[config.mk]
export PLATFORM = sky130hd
export DESIGN_NAME = pliq_interrupt_queue
export DESIGN_NICKNAME = d
export VERILOG_FILES = /design/src/pliq_pkg.sv /design/src/pliq_group_queue.sv /design/src/pliq_apb_regs.sv /design/src/pliq_interrupt_queue.sv
export VERILOG_INCLUDE_DIRS = /design/src
export SDC_FILE = /design/constraint.sdc
export NUM_CORES = 1
export LEC_CHECK = 0
export BUFFER_PORTS_ARGS = -buffer_cell sky130_fd_sc_hd__buf_2
export CELL_PAD_IN_SITES_DETAIL_PLACEMENT = 1
export CELL_PAD_IN_SITES_GLOBAL_PLACEMENT = 1
export CORE_AREA = 4 4 182 184
export DETAILED_ROUTE_END_ITERATION = 16
export DIE_AREA = 0 0 186 188
export GPL_ROUTABILITY_DRIVEN = 0
export HOLD_SLACK_MARGIN = 0.1
export PLACE_DENSITY_LB_ADDON = 0.1
export SYNTH_ARGS = -nofsm -noshare
export SYNTH_HDL_FRONTEND = slang
export SYNTH_SLANG_ARGS = --single-unit
[constraint.sdc]
create_clock -name clk_sys -period 7.1 [get_ports clk_sys]
set_input_delay 1.065 -clock clk_sys [delete_from_list [all_inputs] [get_ports clk_sys]]
set_output_delay 1.065 -clock clk_sys [all_outputs]
set_load 0.01 [all_outputs]
[src/pliq_cfg.svh]
`ifndef PLIQ_CFG_SVH
`define PLIQ_CFG_SVH

// register byte offsets
`define PLIQ_OFS_CTRL      12'h000
`define PLIQ_OFS_STATUS    12'h004
`define PLIQ_OFS_ATTACH_LO 12'h008
`define PLIQ_OFS_ATTACH_HI 12'h00C
`define PLIQ_OFS_DISPATCH  12'h010

// control register fields
`define PLIQ_CTRL_EN_BIT   0
`define PLIQ_CTRL_DIS_BIT  1
`define PLIQ_CTRL_RUN_BIT  2

// status register fields
`define PLIQ_ST_OVF_LSB    0
`define PLIQ_ST_GIE_BIT    3
`define PLIQ_ST_BUSY_BIT   4

// queue depths
`define PLIQ_DEPTH_COMM    4
`define PLIQ_DEPTH_IO      16
`define PLIQ_DEPTH_TIMED   8

// reset values
`define PLIQ_ATTACH_RST    34'h0

`endif

[src/pliq_pkg.sv]
package pliq_pkg;

    // event numbers are 6 bits wide (0..33)
    typedef logic [5:0] pliq_evt_t;

    // dispatcher states, gray along idle -> run -> return
    typedef enum logic [1:0]
    {
        PLIQ_IDLE = 2'b00,
        PLIQ_RUN  = 2'b01,
        PLIQ_RETN = 2'b11
    } pliq_state_e;

endpackage

[src/pliq_group_queue.sv]
`timescale 1ns/1ps

// ---------------------------------------------------------------
// one priority group: in-group ranking of simultaneous events, a
// first-come-first-served queue and a sticky overflow flag
// ---------------------------------------------------------------
module pliq_group_queue
#(
    parameter int NSRC  = 4,
    parameter int DEPTH = 4
)
(
    // clock and reset
    input  wire logic                 clk_sys,
    input  wire logic                 rst_n,
    // event sources, index is in-group priority
    input  wire logic [NSRC-1:0]      evtPulse,
    input  wire pliq_pkg::pliq_evt_t  evtNum [NSRC],
    // pop side
    input  wire logic                 popReq,
    output      logic                 notEmpty,
    output      pliq_pkg::pliq_evt_t  headEvt,
    // overflow flag handling
    input  wire logic                 ovfClear,
    output      logic                 ovfFlag
);
    import pliq_pkg::*;

    localparam int AW = $clog2(DEPTH);

    pliq_evt_t     mem [DEPTH];
    logic [AW-1:0] rdPtr;
    logic [AW-1:0] wrPtr;
    logic [AW:0]   count;

    // lowest in-group index wins among same-cycle arrivals; the rest
    // wait in the staging bits and follow one per cycle
    logic [NSRC-1:0] pending;
    logic [NSRC-1:0] next_pending;
    logic            pickValid;
    pliq_evt_t       pickEvt;
    logic [NSRC-1:0] pickMask;

    always_comb
    begin
        pickValid = 1'b0;
        pickEvt   = '0;
        pickMask  = '0;
        for (int i = NSRC - 1; i >= 0; i--)
        begin
            if (pending[i] | evtPulse[i])
            begin
                pickValid = 1'b1;
                pickEvt   = evtNum[i];
                pickMask  = NSRC'(1) << i;
            end
        end
    end

    wire full    = (count == (AW+1)'(DEPTH));
    wire doPop   = popReq & notEmpty;
    wire doPush  = pickValid & (~full | doPop);
    wire dropEvt = pickValid & full & ~doPop;

    assign notEmpty     = (count != '0);
    assign headEvt      = mem[rdPtr];
    assign next_pending = (pending | evtPulse) & ~(pickValid ? pickMask : '0);

    // staging register keeps same-cycle arrivals so none are lost
    always_ff @(posedge clk_sys or negedge rst_n)
    begin
        if (!rst_n)
            pending <= '0;
        else
            pending <= next_pending;
    end

    // queue storage and pointers; a full queue takes a push only in a pop cycle
    always_ff @(posedge clk_sys or negedge rst_n)
    begin
        if (!rst_n)
        begin
            rdPtr <= '0;
            wrPtr <= '0;
            count <= '0;
        end
        else
        begin
            if (doPush)
                wrPtr <= (wrPtr == AW'(DEPTH - 1)) ? '0 : wrPtr + AW'(1);
            if (doPop)
                rdPtr <= (rdPtr == AW'(DEPTH - 1)) ? '0 : rdPtr + AW'(1);
            count <= count + (AW+1)'(doPush) - (AW+1)'(doPop);
        end
    end

    always_ff @(posedge clk_sys)
    begin
        if (doPush)
            mem[wrPtr] <= pickEvt;
    end

    // sticky overflow, a loss in the clearing cycle wins
    always_ff @(posedge clk_sys or negedge rst_n)
    begin
        if (!rst_n)
            ovfFlag <= 1'b0;
        else if (dropEvt)
            ovfFlag <= 1'b1;
        else if (ovfClear)
            ovfFlag <= 1'b0;
    end

endmodule

[src/pliq_apb_regs.sv]
`timescale 1ns/1ps
`include "pliq_cfg.svh"

// ---------------------------------------------------------------
// apb slave: control commands, attach table, status readback
// ---------------------------------------------------------------
module pliq_apb_regs
(
    // clock and reset
    input  wire logic        clk_sys,
    input  wire logic        rst_n,
    // apb
    input  wire logic        psel,
    input  wire logic        penable,
    input  wire logic        pwrite,
    input  wire logic [11:0] paddr,
    input  wire logic [31:0] pwdata,
    output      logic [31:0] prdata,
    output      logic        pready,
    output      logic        pslverr,
    // control outputs
    output      logic        cmdEnable,
    output      logic        cmdDisable,
    output      logic        runEntry,
    output      logic [33:0] attached,
    // status inputs
    input  wire logic [2:0]  ovfFlags,
    input  wire logic        gieState,
    input  wire logic        busyState,
    input  wire logic [5:0]  curEvt
);
    import pliq_pkg::*;

    wire access    = psel & penable;
    wire wrAccess  = access & pwrite;
    wire selCtrl   = (paddr == `PLIQ_OFS_CTRL);
    wire selStat   = (paddr == `PLIQ_OFS_STATUS);
    wire selAttLo  = (paddr == `PLIQ_OFS_ATTACH_LO);
    wire selAttHi  = (paddr == `PLIQ_OFS_ATTACH_HI);
    wire selDisp   = (paddr == `PLIQ_OFS_DISPATCH);
    wire mapped    = selCtrl | selStat | selAttLo | selAttHi | selDisp;

    // zero-wait slave; unmapped addresses answer with an error
    assign pready  = 1'b1;
    assign pslverr = access & ~mapped;

    // command bits are self-clearing pulses
    assign cmdEnable  = wrAccess & selCtrl & pwdata[`PLIQ_CTRL_EN_BIT];
    assign cmdDisable = wrAccess & selCtrl & pwdata[`PLIQ_CTRL_DIS_BIT];
    assign runEntry   = wrAccess & selCtrl & pwdata[`PLIQ_CTRL_RUN_BIT];

    wire [31:0] statWord = {27'h0, busyState, gieState, ovfFlags};
    wire [31:0] rdMux    = selStat  ? statWord :
                           selAttLo ? attached[31:0] :
                           selAttHi ? {30'h0, attached[33:32]} :
                           selDisp  ? {26'h0, curEvt} : 32'h00000000;

    // attach table, one bit per event number
    always_ff @(posedge clk_sys or negedge rst_n)
    begin
        if (!rst_n)
            attached <= `PLIQ_ATTACH_RST;
        else if (wrAccess & selAttLo)
            attached[31:0] <= pwdata;
        else if (wrAccess & selAttHi)
            attached[33:32] <= pwdata[1:0];
    end

    // read data registered during setup so it is stable in access
    always_ff @(posedge clk_sys or negedge rst_n)
    begin
        if (!rst_n)
            prdata <= 32'h00000000;
        else if (psel & ~penable & ~pwrite)
            prdata <= rdMux;
    end

endmodule

[src/pliq_interrupt_queue.sv]
// The register offsets and the APB slave port were chosen for this implementation.
`timescale 1ns/1ps
`include "pliq_cfg.svh"

// Operation
// - comm beats io beats timed
// - oldest first within a group
// - at most one routine in progress
// - running routine is never pre-empted
// - events during a routine are queued
// - queue depths 4 or 8, 16, 8
// - one sticky overflow flag per group
// - flags clear on return to main
// - serial 0 events 8, 9, 23
// - serial 1 events 24, 25, 26
// - pulse outputs events 19, 20
// - edges 0..7, counter 0 event 12
// - counter events 27, 28, 13..15
// - counter events 16..18, 32, 29..31, 33
// - timed events 10, 11, 21, 22
// - disabled still queues, never dispatches
// - run entry starts globally disabled
// - only attached events get dispatched

// ---------------------------------------------------------------
// interrupt priority queue top
// ---------------------------------------------------------------
module pliq_interrupt_queue
#(
    parameter int COMM_DEPTH  = `PLIQ_DEPTH_COMM,
    parameter int IO_DEPTH    = `PLIQ_DEPTH_IO,
    parameter int TIMED_DEPTH = `PLIQ_DEPTH_TIMED
)
(
    // clock and reset
    input  wire logic                 clk_sys,
    input  wire logic                 rst_n,
    // apb register port
    input  wire logic                 psel,
    input  wire logic                 penable,
    input  wire logic                 pwrite,
    input  wire logic [11:0]          paddr,
    input  wire logic [31:0]          pwdata,
    output      logic [31:0]          prdata,
    output      logic                 pready,
    output      logic                 pslverr,
    // communication events, one-cycle pulses
    input  wire logic                 port0RxChar,
    input  wire logic                 port0TxDone,
    input  wire logic                 port0RxMsg,
    input  wire logic                 port1RxMsg,
    input  wire logic                 port1RxChar,
    input  wire logic                 port1TxDone,
    // i/o events, one-cycle pulses
    input  wire logic [1:0]           pulseTrainOutputDone,
    input  wire logic [3:0]           edgeRise,
    input  wire logic [3:0]           edgeFall,
    input  wire logic [5:0]           highSpeedCounterPreset,
    input  wire logic [5:0]           highSpeedCounterDir,
    input  wire logic [5:0]           highSpeedCounterReset,
    // time-based events, one-cycle pulses
    input  wire logic [1:0]           timedTick,
    input  wire logic                 interruptTimerA,
    input  wire logic                 interruptTimerB,
    // processor core side
    output      logic                 isrStart,
    output      pliq_pkg::pliq_evt_t  isrEvent,
    output      logic                 isrActive,
    input  wire logic                 isrDone,
    // queue overflow flags
    output      logic                 commQueueOverflowFlag,
    output      logic                 ioQueueOverflowFlag,
    output      logic                 timedQueueOverflowFlag
);
    import pliq_pkg::*;

    // ---------------------------------------------------------------
    // event number tables
    // ---------------------------------------------------------------
    pliq_evt_t commNum  [6];
    pliq_evt_t ioNum    [24];
    pliq_evt_t timedNum [4];

    // comm numbers in in-group order
    assign commNum[0] = 6'h08;
    assign commNum[1] = 6'h09;
    assign commNum[2] = 6'h17;
    assign commNum[3] = 6'h18;
    assign commNum[4] = 6'h19;
    assign commNum[5] = 6'h1A;

    // i/o numbers in in-group order, index = priority
    assign ioNum[0]  = 6'h13;
    assign ioNum[1]  = 6'h14;
    assign ioNum[2]  = 6'h00;
    assign ioNum[3]  = 6'h02;
    assign ioNum[4]  = 6'h04;
    assign ioNum[5]  = 6'h06;
    assign ioNum[6]  = 6'h01;
    assign ioNum[7]  = 6'h03;
    assign ioNum[8]  = 6'h05;
    assign ioNum[9]  = 6'h07;
    assign ioNum[10] = 6'h0C;
    assign ioNum[11] = 6'h1B;
    assign ioNum[12] = 6'h1C;
    assign ioNum[13] = 6'h0D;
    assign ioNum[14] = 6'h0E;
    assign ioNum[15] = 6'h0F;
    assign ioNum[16] = 6'h10;
    assign ioNum[17] = 6'h11;
    assign ioNum[18] = 6'h12;
    assign ioNum[19] = 6'h20;
    assign ioNum[20] = 6'h1D;
    assign ioNum[21] = 6'h1E;
    assign ioNum[22] = 6'h1F;
    assign ioNum[23] = 6'h21;

    // timed numbers
    assign timedNum[0] = 6'h0A;
    assign timedNum[1] = 6'h0B;
    assign timedNum[2] = 6'h15;
    assign timedNum[3] = 6'h16;

    // ---------------------------------------------------------------
    // source vectors; unattached sources never enter a queue
    // ---------------------------------------------------------------
    logic [33:0] attached;
    logic [5:0]  commRaw;
    logic [23:0] ioRaw;
    logic [3:0]  timedRaw;
    logic [5:0]  commEvt;
    logic [23:0] ioEvt;
    logic [3:0]  timedEvt;

    assign commRaw  = {port1TxDone, port1RxChar, port1RxMsg,
                       port0RxMsg, port0TxDone, port0RxChar};
    assign ioRaw    = {highSpeedCounterPreset[5], highSpeedCounterReset[4],
                       highSpeedCounterDir[4], highSpeedCounterPreset[4],
                       highSpeedCounterPreset[3], highSpeedCounterReset[2],
                       highSpeedCounterDir[2], highSpeedCounterPreset[2],
                       highSpeedCounterReset[1], highSpeedCounterDir[1],
                       highSpeedCounterPreset[1], highSpeedCounterReset[0],
                       highSpeedCounterDir[0], highSpeedCounterPreset[0],
                       edgeFall, edgeRise, pulseTrainOutputDone};
    assign timedRaw = {interruptTimerB, interruptTimerA, timedTick};

    // gate each source by its attach bit
    generate
        for (genvar c = 0; c < 6; c++)
        begin : g_comm
            assign commEvt[c] = commRaw[c] & attached[commNum[c]];
        end
        for (genvar i = 0; i < 24; i++)
        begin : g_io
            assign ioEvt[i] = ioRaw[i] & attached[ioNum[i]];
        end
        for (genvar t = 0; t < 4; t++)
        begin : g_tim
            assign timedEvt[t] = timedRaw[t] & attached[timedNum[t]];
        end
    endgenerate

    // ---------------------------------------------------------------
    // the three group queues
    // ---------------------------------------------------------------
    logic      commNe;
    logic      ioNe;
    logic      timedNe;
    pliq_evt_t commHead;
    pliq_evt_t ioHead;
    pliq_evt_t timedHead;
    logic      popComm;
    logic      popIo;
    logic      popTimed;
    logic      ovfClear;

    pliq_group_queue #(.NSRC(6), .DEPTH(COMM_DEPTH)) u_comm
    (
        .clk_sys  (clk_sys),
        .rst_n    (rst_n),
        .evtPulse (commEvt),
        .evtNum   (commNum),
        .popReq   (popComm),
        .notEmpty (commNe),
        .headEvt  (commHead),
        .ovfClear (ovfClear),
        .ovfFlag  (commQueueOverflowFlag)
    );

    pliq_group_queue #(.NSRC(24), .DEPTH(IO_DEPTH)) u_io
    (
        .clk_sys  (clk_sys),
        .rst_n    (rst_n),
        .evtPulse (ioEvt),
        .evtNum   (ioNum),
        .popReq   (popIo),
        .notEmpty (ioNe),
        .headEvt  (ioHead),
        .ovfClear (ovfClear),
        .ovfFlag  (ioQueueOverflowFlag)
    );

    pliq_group_queue #(.NSRC(4), .DEPTH(TIMED_DEPTH)) u_timed
    (
        .clk_sys  (clk_sys),
        .rst_n    (rst_n),
        .evtPulse (timedEvt),
        .evtNum   (timedNum),
        .popReq   (popTimed),
        .notEmpty (timedNe),
        .headEvt  (timedHead),
        .ovfClear (ovfClear),
        .ovfFlag  (timedQueueOverflowFlag)
    );

    // ---------------------------------------------------------------
    // registers
    // ---------------------------------------------------------------
    logic cmdEnable;
    logic cmdDisable;
    logic runEntry;
    logic gie;

    pliq_apb_regs u_regs
    (
        .clk_sys    (clk_sys),
        .rst_n      (rst_n),
        .psel       (psel),
        .penable    (penable),
        .pwrite     (pwrite),
        .paddr      (paddr),
        .pwdata     (pwdata),
        .prdata     (prdata),
        .pready     (pready),
        .pslverr    (pslverr),
        .cmdEnable  (cmdEnable),
        .cmdDisable (cmdDisable),
        .runEntry   (runEntry),
        .attached   (attached),
        .ovfFlags   ({timedQueueOverflowFlag, ioQueueOverflowFlag,
                      commQueueOverflowFlag}),
        .gieState   (gie),
        .busyState  (isrActive),
        .curEvt     (isrEvent)
    );

    // global enable; run entry forces disabled, enable command wins over disable
    always_ff @(posedge clk_sys or negedge rst_n)
    begin
        if (!rst_n)
            gie <= 1'b0;
        else if (runEntry)
            gie <= 1'b0;
        else if (cmdEnable)
            gie <= 1'b1;
        else if (cmdDisable)
            gie <= 1'b0;
    end

    // ---------------------------------------------------------------
    // dispatcher
    // ---------------------------------------------------------------
    pliq_state_e state;
    pliq_state_e next_state;

    wire anyReady = commNe | ioNe | timedNe;
    wire launch   = (state == PLIQ_IDLE) & gie & anyReady;

    // fixed group priority picks the queue to pop
    assign popComm  = launch & commNe;
    assign popIo    = launch & ~commNe & ioNe;
    assign popTimed = launch & ~commNe & ~ioNe & timedNe;

    wire pliq_evt_t pickHead = commNe ? commHead : (ioNe ? ioHead : timedHead);

    // flags drop when all queues are empty and control leaves the routine
    assign ovfClear = (state == PLIQ_RETN) & ~anyReady;

    always_comb
    begin
        next_state = state;
        unique case (state)
            PLIQ_IDLE: if (launch) next_state = PLIQ_RUN;
            PLIQ_RUN:  if (isrDone) next_state = PLIQ_RETN;
            PLIQ_RETN: next_state = PLIQ_IDLE;
            default:   next_state = PLIQ_IDLE;
        endcase
    end

    // only the done handshake ends a routine, never a new arrival
    always_ff @(posedge clk_sys or negedge rst_n)
    begin
        if (!rst_n)
            state <= PLIQ_IDLE;
        else
            state <= next_state;
    end

    always_ff @(posedge clk_sys or negedge rst_n)
    begin
        if (!rst_n)
        begin
            isrStart <= 1'b0;
            isrEvent <= '0;
        end
        else
        begin
            isrStart <= launch;
            if (launch)
                isrEvent <= pickHead;
        end
    end

    assign isrActive = (state == PLIQ_RUN);

endmodule

* Word level (Yosys, flattened, before mapping)
Memory sizes are Yosys's and may differ from the RTL's. Index checks and enable logic that the tools add are counted. Widths: inputs -> output; s select.
Storage, ports and cells: register bits 143, memories kept 3, output and inout port bits 45, bits of input ports 88, bits in writable memories 168, logic and storage cells 328
Memory list:
- u_io.mem | depth 16, bits a word 6, rd ports 1, clocked after memory_dff 0, wr ports 1, RTL line pliq_group_queue.sv:31 | pliq_evt_t mem [DEPTH];
- u_timed.mem | depth 8, bits a word 6, rd ports 1, clocked after memory_dff 0, wr ports 1, RTL line pliq_group_queue.sv:31
- u_comm.mem | depth 4, bits a word 6, rd ports 1, clocked after memory_dff 0, wr ports 1, RTL line pliq_group_queue.sv:31
Cells by class: bitwise gates (word level) 130, muxes and demuxes 133, equality and inequality tests 17, add/subtract/negate cells 12, reductions and logical operators 11
Operator list (number):
- $mux 24 | 25
- $mux 6 | 42
- $mux 32 | 3
- $and 1x1->1 | 65
- $mux 1 | 47
- $or 1x1->1 | 43
- $mux 4 | 7
- $and 24x24->24 | 1
- $eq 12x4->1 const B | 2
- $not 24->24 | 1
- $or 24x24->24 | 1
- $not 1->1 | 13
- $eq 12x3->1 const B | 1
- $eq 12x5->1 const B | 1
- $eq 4x4->1 const B | 3
- $logic_not 12->1 | 1
- $mux 5 | 2
- $eq 3x3->1 const B | 3
- $add 4x1->4 const B | 2
- $mux 2 | 4
- $add 3x1->3 const B | 2
- $and 6x6->6 | 1
- $eq 2x2->1 const B | 3
- $mux 3 | 2
- 23 further kinds | 28

* Depth between registers and ports, before layout
word-level depth 29, mapped depth 13, mapped depth without buffers 13

* By module
Synthesis repeated with hierarchy kept, for this count alone.
Unflattened totals: cells, all modules 1300, area total of the unflattened synthesis 15507.4 sq um
Modules (own cells, without submodules):
- pliq_group_queue (u_io) | instances 1, sequential area each 3833.7 sq um, cells an instance 636, area each 7040.5 sq um
- pliq_group_queue (u_timed) | instances 1, sequential area each 1816.7 sq um, cells an instance 177, area each 2831.5 sq um
- pliq_apb_regs | instances 1, sequential area each 1651.6 sq um, cells an instance 245, area each 2798.9 sq um
- pliq_group_queue (u_comm) | instances 1, sequential area each 1071.0 sq um, cells an instance 155, area each 2047.0 sq um
- pliq_interrupt_queue | instances 1, sequential area each 250.2 sq um, cells an instance 87, area each 789.5 sq um

* Worst setup path before layout
OpenSTA, ideal clock, no wires.
path type input -> register, start point input edgeRise[0], end point register u_io.count[4], required time 6.977 ns, library setup time 0.123 ns, setup slack 3.601 ns, stages 11, buffers on the path 1, arrival 3.376 ns, cell sequence a21oi_1 -> nand3_1 -> nor4_1 -> a21oi_1 -> buf_2 -> ha_1 -> fa_1 -> a21oi_1 -> nor2_1 -> nor2_1 -> xnor2_1
Between the ends: longest elaborated chain between the ends 8
RTL lines:
- start: declaration | RTL line pliq_interrupt_queue.sv:56 | input wire logic [3:0] edgeRise,
- $and 1x1->1 | RTL line pliq_interrupt_queue.sv:155 | assign ioEvt[i] = ioRaw[i] & attached[ioNum[i]];
- $or 1x1->1 | RTL line pliq_group_queue.sv:51 | if (pending[i] | evtPulse[i])
- $mux 1 (3 in series) | RTL line pliq_group_queue.sv:51
- $and 1x1->1 | RTL line pliq_group_queue.sv:62 | wire doPush = pickValid & (~full | doPop);
- $add 5x1->5 | RTL line pliq_group_queue.sv:93 | count <= count + (AW+1)'(doPush) - (AW+1)'(doPop);
- $sub 5x1->5 | RTL line pliq_group_queue.sv:93
- end signal: assignment | RTL line pliq_group_queue.sv:93
- end: declaration | RTL line pliq_group_queue.sv:34 | logic [AW:0] count;
Every way passes these cells. A chain may end at the register's enable or synchronous reset.

* Worst setup path in the final report
start point input edgeRise[3], end point register u_io.count[4]
Between the ends: longest elaborated chain between the ends 11
RTL lines (RTL line):
- $and 1x1->1 | pliq_interrupt_queue.sv:155
- $or 1x1->1 | pliq_group_queue.sv:51
- $mux 1 (6 in series) | pliq_group_queue.sv:51
- $and 1x1->1 | pliq_group_queue.sv:62
- $add 5x1->5 | pliq_group_queue.sv:93
- $sub 5x1->5 | pliq_group_queue.sv:93
Every way passes these cells.

==> flow_metrics.py <==
metrics = {
    "detailed_routing": {
        "viasPerCell": 5.323,
        "antenna_left": 0,
        "drc_errors": 0,
        "wl_per_cell_um": 21.47,
        "drt_iter0_drc": 466,
        "drt_wl_total_mm": 31.67,
        "vias": 7852,
        "dr.pass1.iters": 5,
    },
    "yosys": {
        "synth_edf_count": 148,
        "netlist_area_sq_um": 12450,
        "synth_xor_area_frac": 0.007035,
        "yosysSeqAreaShare": 0.6444,
        "yosysMostFrequentCell": "edfxtp_1",
        "synth-seq-cells": 291,
        "synth.largest_area_cell": "edfxtp_1",
        "synthMuxAreaShare": 0.1171,
        "yosysTopAreaCellShare": 0.3570,
        "synthCells": 898,
        "netlist-cell-type-count": 64,
        "synth_simple_gate_area_frac": 0.1034,
        "synthAdderAreaFrac": 0.03296,
        "syn_area_per_cell_sq_um": 13.86,
        "yosys-top-cells-count": "edfxtp_1 (148), dfrtp_1 (143), nand2_1 (102)",
        "ys.warnings.count": 0,
        "async_reset_ff_frac": 0.4914,
        "synth_compound_area_frac": 0.07256,
        "synthFlopType": "edfxtp_1",
        "synth_area_leaders": "edfxtp_1 (36%), dfrtp_1 (29%), mux4_2 (7.8%)",
        "synth_top_family_by_area": "multiplexers",
    },
    "cells_and_area": {
        "nFillCells": 3209,
        "final_cell_area_sq_um": 14630,
        "diodes": 0,
        "fin_util": 0.4662,
        "layout-area-overhead-vs-synth_pct": 17.55,
        "fin_nets": 1165,
        "drive_above_1_share": 0.2600,
    },
    "worst_setup_path": {
        "critPathTopFamily": "simple AND/OR/NAND/NOR gates",
        "slowest_delay_ns": 0.71,
        "path_class": "in2reg",
        "critPathLaunchType": "input port",
        "cp_cell_sequence": "buf_2, a21oi_1, nand3_1, nor4_1, a21oi_1, buf_4, ha_1, fa_1, a21oi_1, nor2_1, nor2_1, xnor2_1",
        "r2r_slack_ns": 3.61,
        "critPathBufInv": 2,
        "cp_max_fo": 11,
        "worstPathRequired_ns": 7.52,
        "path_common_cell": "a21oi_1",
        "crit_path_end_kind": "register",
        "cp_slowest_cell": "nor4_1",
        "critPathArrivalTime_ns": 4.15,
    },
    "clocking": {
        "cts_tree": "built",
        "hold_buffers": 0,
        "clk_pin_slew_worst_paths_ns": 0.06,
        "post-cts-setup-buffers": 0,
        "clock_path_buffers": 3,
        "cts_made_buffers": 35,
        "clkLatencyLatePin_ns": 0.52,
        "cts_resized": 0,
        "htree_levels": 2,
        "clock-sinks": 291,
        "root_buffer": "clkbuf_16",
    },
    "die": {
        "io_pins": 133,
        "num_rows": 65,
        "die_h_um": 188,
        "die_area_sq_um": 34970,
        "initial_core_util": 0.3966,
        "coreArea_sq_um": 31390,
        "die_w_um": 186,
    },
    "global_routing": {
        "overflow": 0,
        "grt_util_all_layers": 0.1808,
        "grt_max_degree": 77,
        "grt_pass1_vias": 8224,
        "antenna_found_initial": 0,
        "grt_pass1_wl_mm": 48.84,
    },
    "power_and_ir_drop": {
        "powerDensity_nw_per_um2": 297.4,
        "ir_worst_vdd_mv": 0.1489,
        "power.leakage_nw": 6.413,
    },
    "sta": {
        "max_freq_mhz": 268.1,
        "fin_crit_sh": 0.5253,
        "finalCriticalPeriod_ns": 3.730,
        "slew_violations": 0,
        "rsz0062_at_grt": "no",
        "tightest_slew_ns": 1.244,
        "setup_viol": 0,
        "clock_skew_ns": 0.02085,
        "timing.setup.tns_ns": 0,
        "max-slew-margin-rel": 0.1690,
        "hold_viol_final": 0,
    },
    "flow_run": {
        "drv_cap": 0,
    },
    "placed_design": {
        "placed_cell_area_sq_um": 13560,
        "hpwl_mm": 22.24,
        "portBuffers": 127,
    },
    "worst_hold_path": {
        "hp-class": "reg2reg",
    },
    "status": {
        "status": "finished clean",
    },
}
-- tightest hold or removal path: stages, from the launching register on --
cell	delay, ns
dfrtp_1	0.33
nand2_1	0.05
nand2_1	0.04
-- through the flow --
stage / setup slack, ns / hold slack [ns] / std cells / power, mW
2_1_floorplan: 3.601 / 0.4653 / 900 / 2.472
3_3_place_gp: 2.963 / 0.4454 / 1411 / 2.668
3_5_place_dp: 2.824 / 0.4510 / 1411 / 2.702
4_1_cts: 3.343 / 0.4634 / 1475 / 4.410
5_1_grt: 3.041 / 0.4868 / 1475 / 4.576
6_report: 3.370 / 0.4550 / 1475 / 4.352
-- area by class of cell --
cell class / instances / area [sq um] / share of cell area
multi-input combinational: 546 / 4174 / 0.2852
clock inverter: 10 / 90.09 / 0.006156
timing repair buffer: 139 / 732.0 / 0.05002
clock buffer: 54 / 988.4 / 0.06754
tap: 402 / 503.0 / 0.03437
sequential: 291 / 8023 / 0.5482
inverter: 33 / 123.9 / 0.008464
-- kinds of logic (layout without fill, tap and decap cells) --
kind of cell | count (synthesis) | in the layout
AO/OA/AOI/OAI | 144 | 144
multiplexers | 87 | 87
flip-flops | 291 | 291
other | 2 | 4
adder cells (fa/ha/maj) | 31 | 31
XOR/XNOR | 10 | 10
AND/OR/NAND/NOR | 270 | 270
buffers and inverters | 63 | 236
-- flip-flops by register name, indices dropped and copies added (netlist names), 2 cells and up --
signal / count
u_io.mem: 96
u_regs.attached: 34
u_regs.prdata: 32
u_timed.mem: 32
u_io.pending: 24
u_comm.mem: 20
isrEvent: 6
u_comm.pending: 6
u_io.count: 5
u_io.rdPtr: 4
u_io.wrPtr: 4
u_timed.count: 4
u_timed.pending: 4
u_comm.count: 3
u_timed.rdPtr: 3
u_timed.wrPtr: 3
state: 2
u_comm.rdPtr: 2
u_comm.wrPtr: 2
-- placed cells by master (no fill, tap or decap), types with 31 or more instances in the layout --
master	count
a21oi_1	60
buf_2	126
clkbuf_16	36
dfrtp_1	143
edfxtp_1	148
inv_1	31
mux2_2	38
mux4_2	43
nand2_1	102
nand3_1	43
nor2_1	58
-- power by group --
part | internal (mW) | total [mW] | switching (mW) | leakage [nW]
Combinational | 0.241 | 0.591 | 0.349 | 2.58
Clock | 1.00 | 1.69 | 0.694 | 0.522
Sequential | 1.96 | 2.07 | 0.108 | 3.31
Total | 3.20 | 4.35 | 1.15 | 6.41
-- layer usage --
layer | GRT usage | vias up | routed length [um]
li1 | - | 3642 | -
met1 | 0.2550 | 3994 | 14690
met2 | 0.2937 | 181 | 14900
met3 | 0.03143 | 35 | 1507
met4 | 0.04260 | 0 | 578
met5 | 0 | - | 0
-- worst paths after layout --
path | startpoint | endpoint | depth (start not counted)
worst max-delay path | edgeRise[3] | u_io.count[4]$_DFF_PN0_ | 12
worst min-delay path | u_regs.prdata[25]$_DFFE_PN0P_ | u_regs.prdata[25]$_DFFE_PN0P_ | 2
worst max register to register | u_regs.attached[19]$_DFFE_PN0P_ | u_io.count[4]$_DFF_PN0_ | 11
worst min register to register | u_regs.prdata[25]$_DFFE_PN0P_ | u_regs.prdata[25]$_DFFE_PN0P_ | 2
max in group asynchronous | rst_n | u_regs.prdata[21]$_DFFE_PN0P_ | 2
min in group asynchronous | rst_n | u_regs.prdata[14]$_DFFE_PN0P_ | 1
No activity file was read; power rests on OpenSTA's default activity.
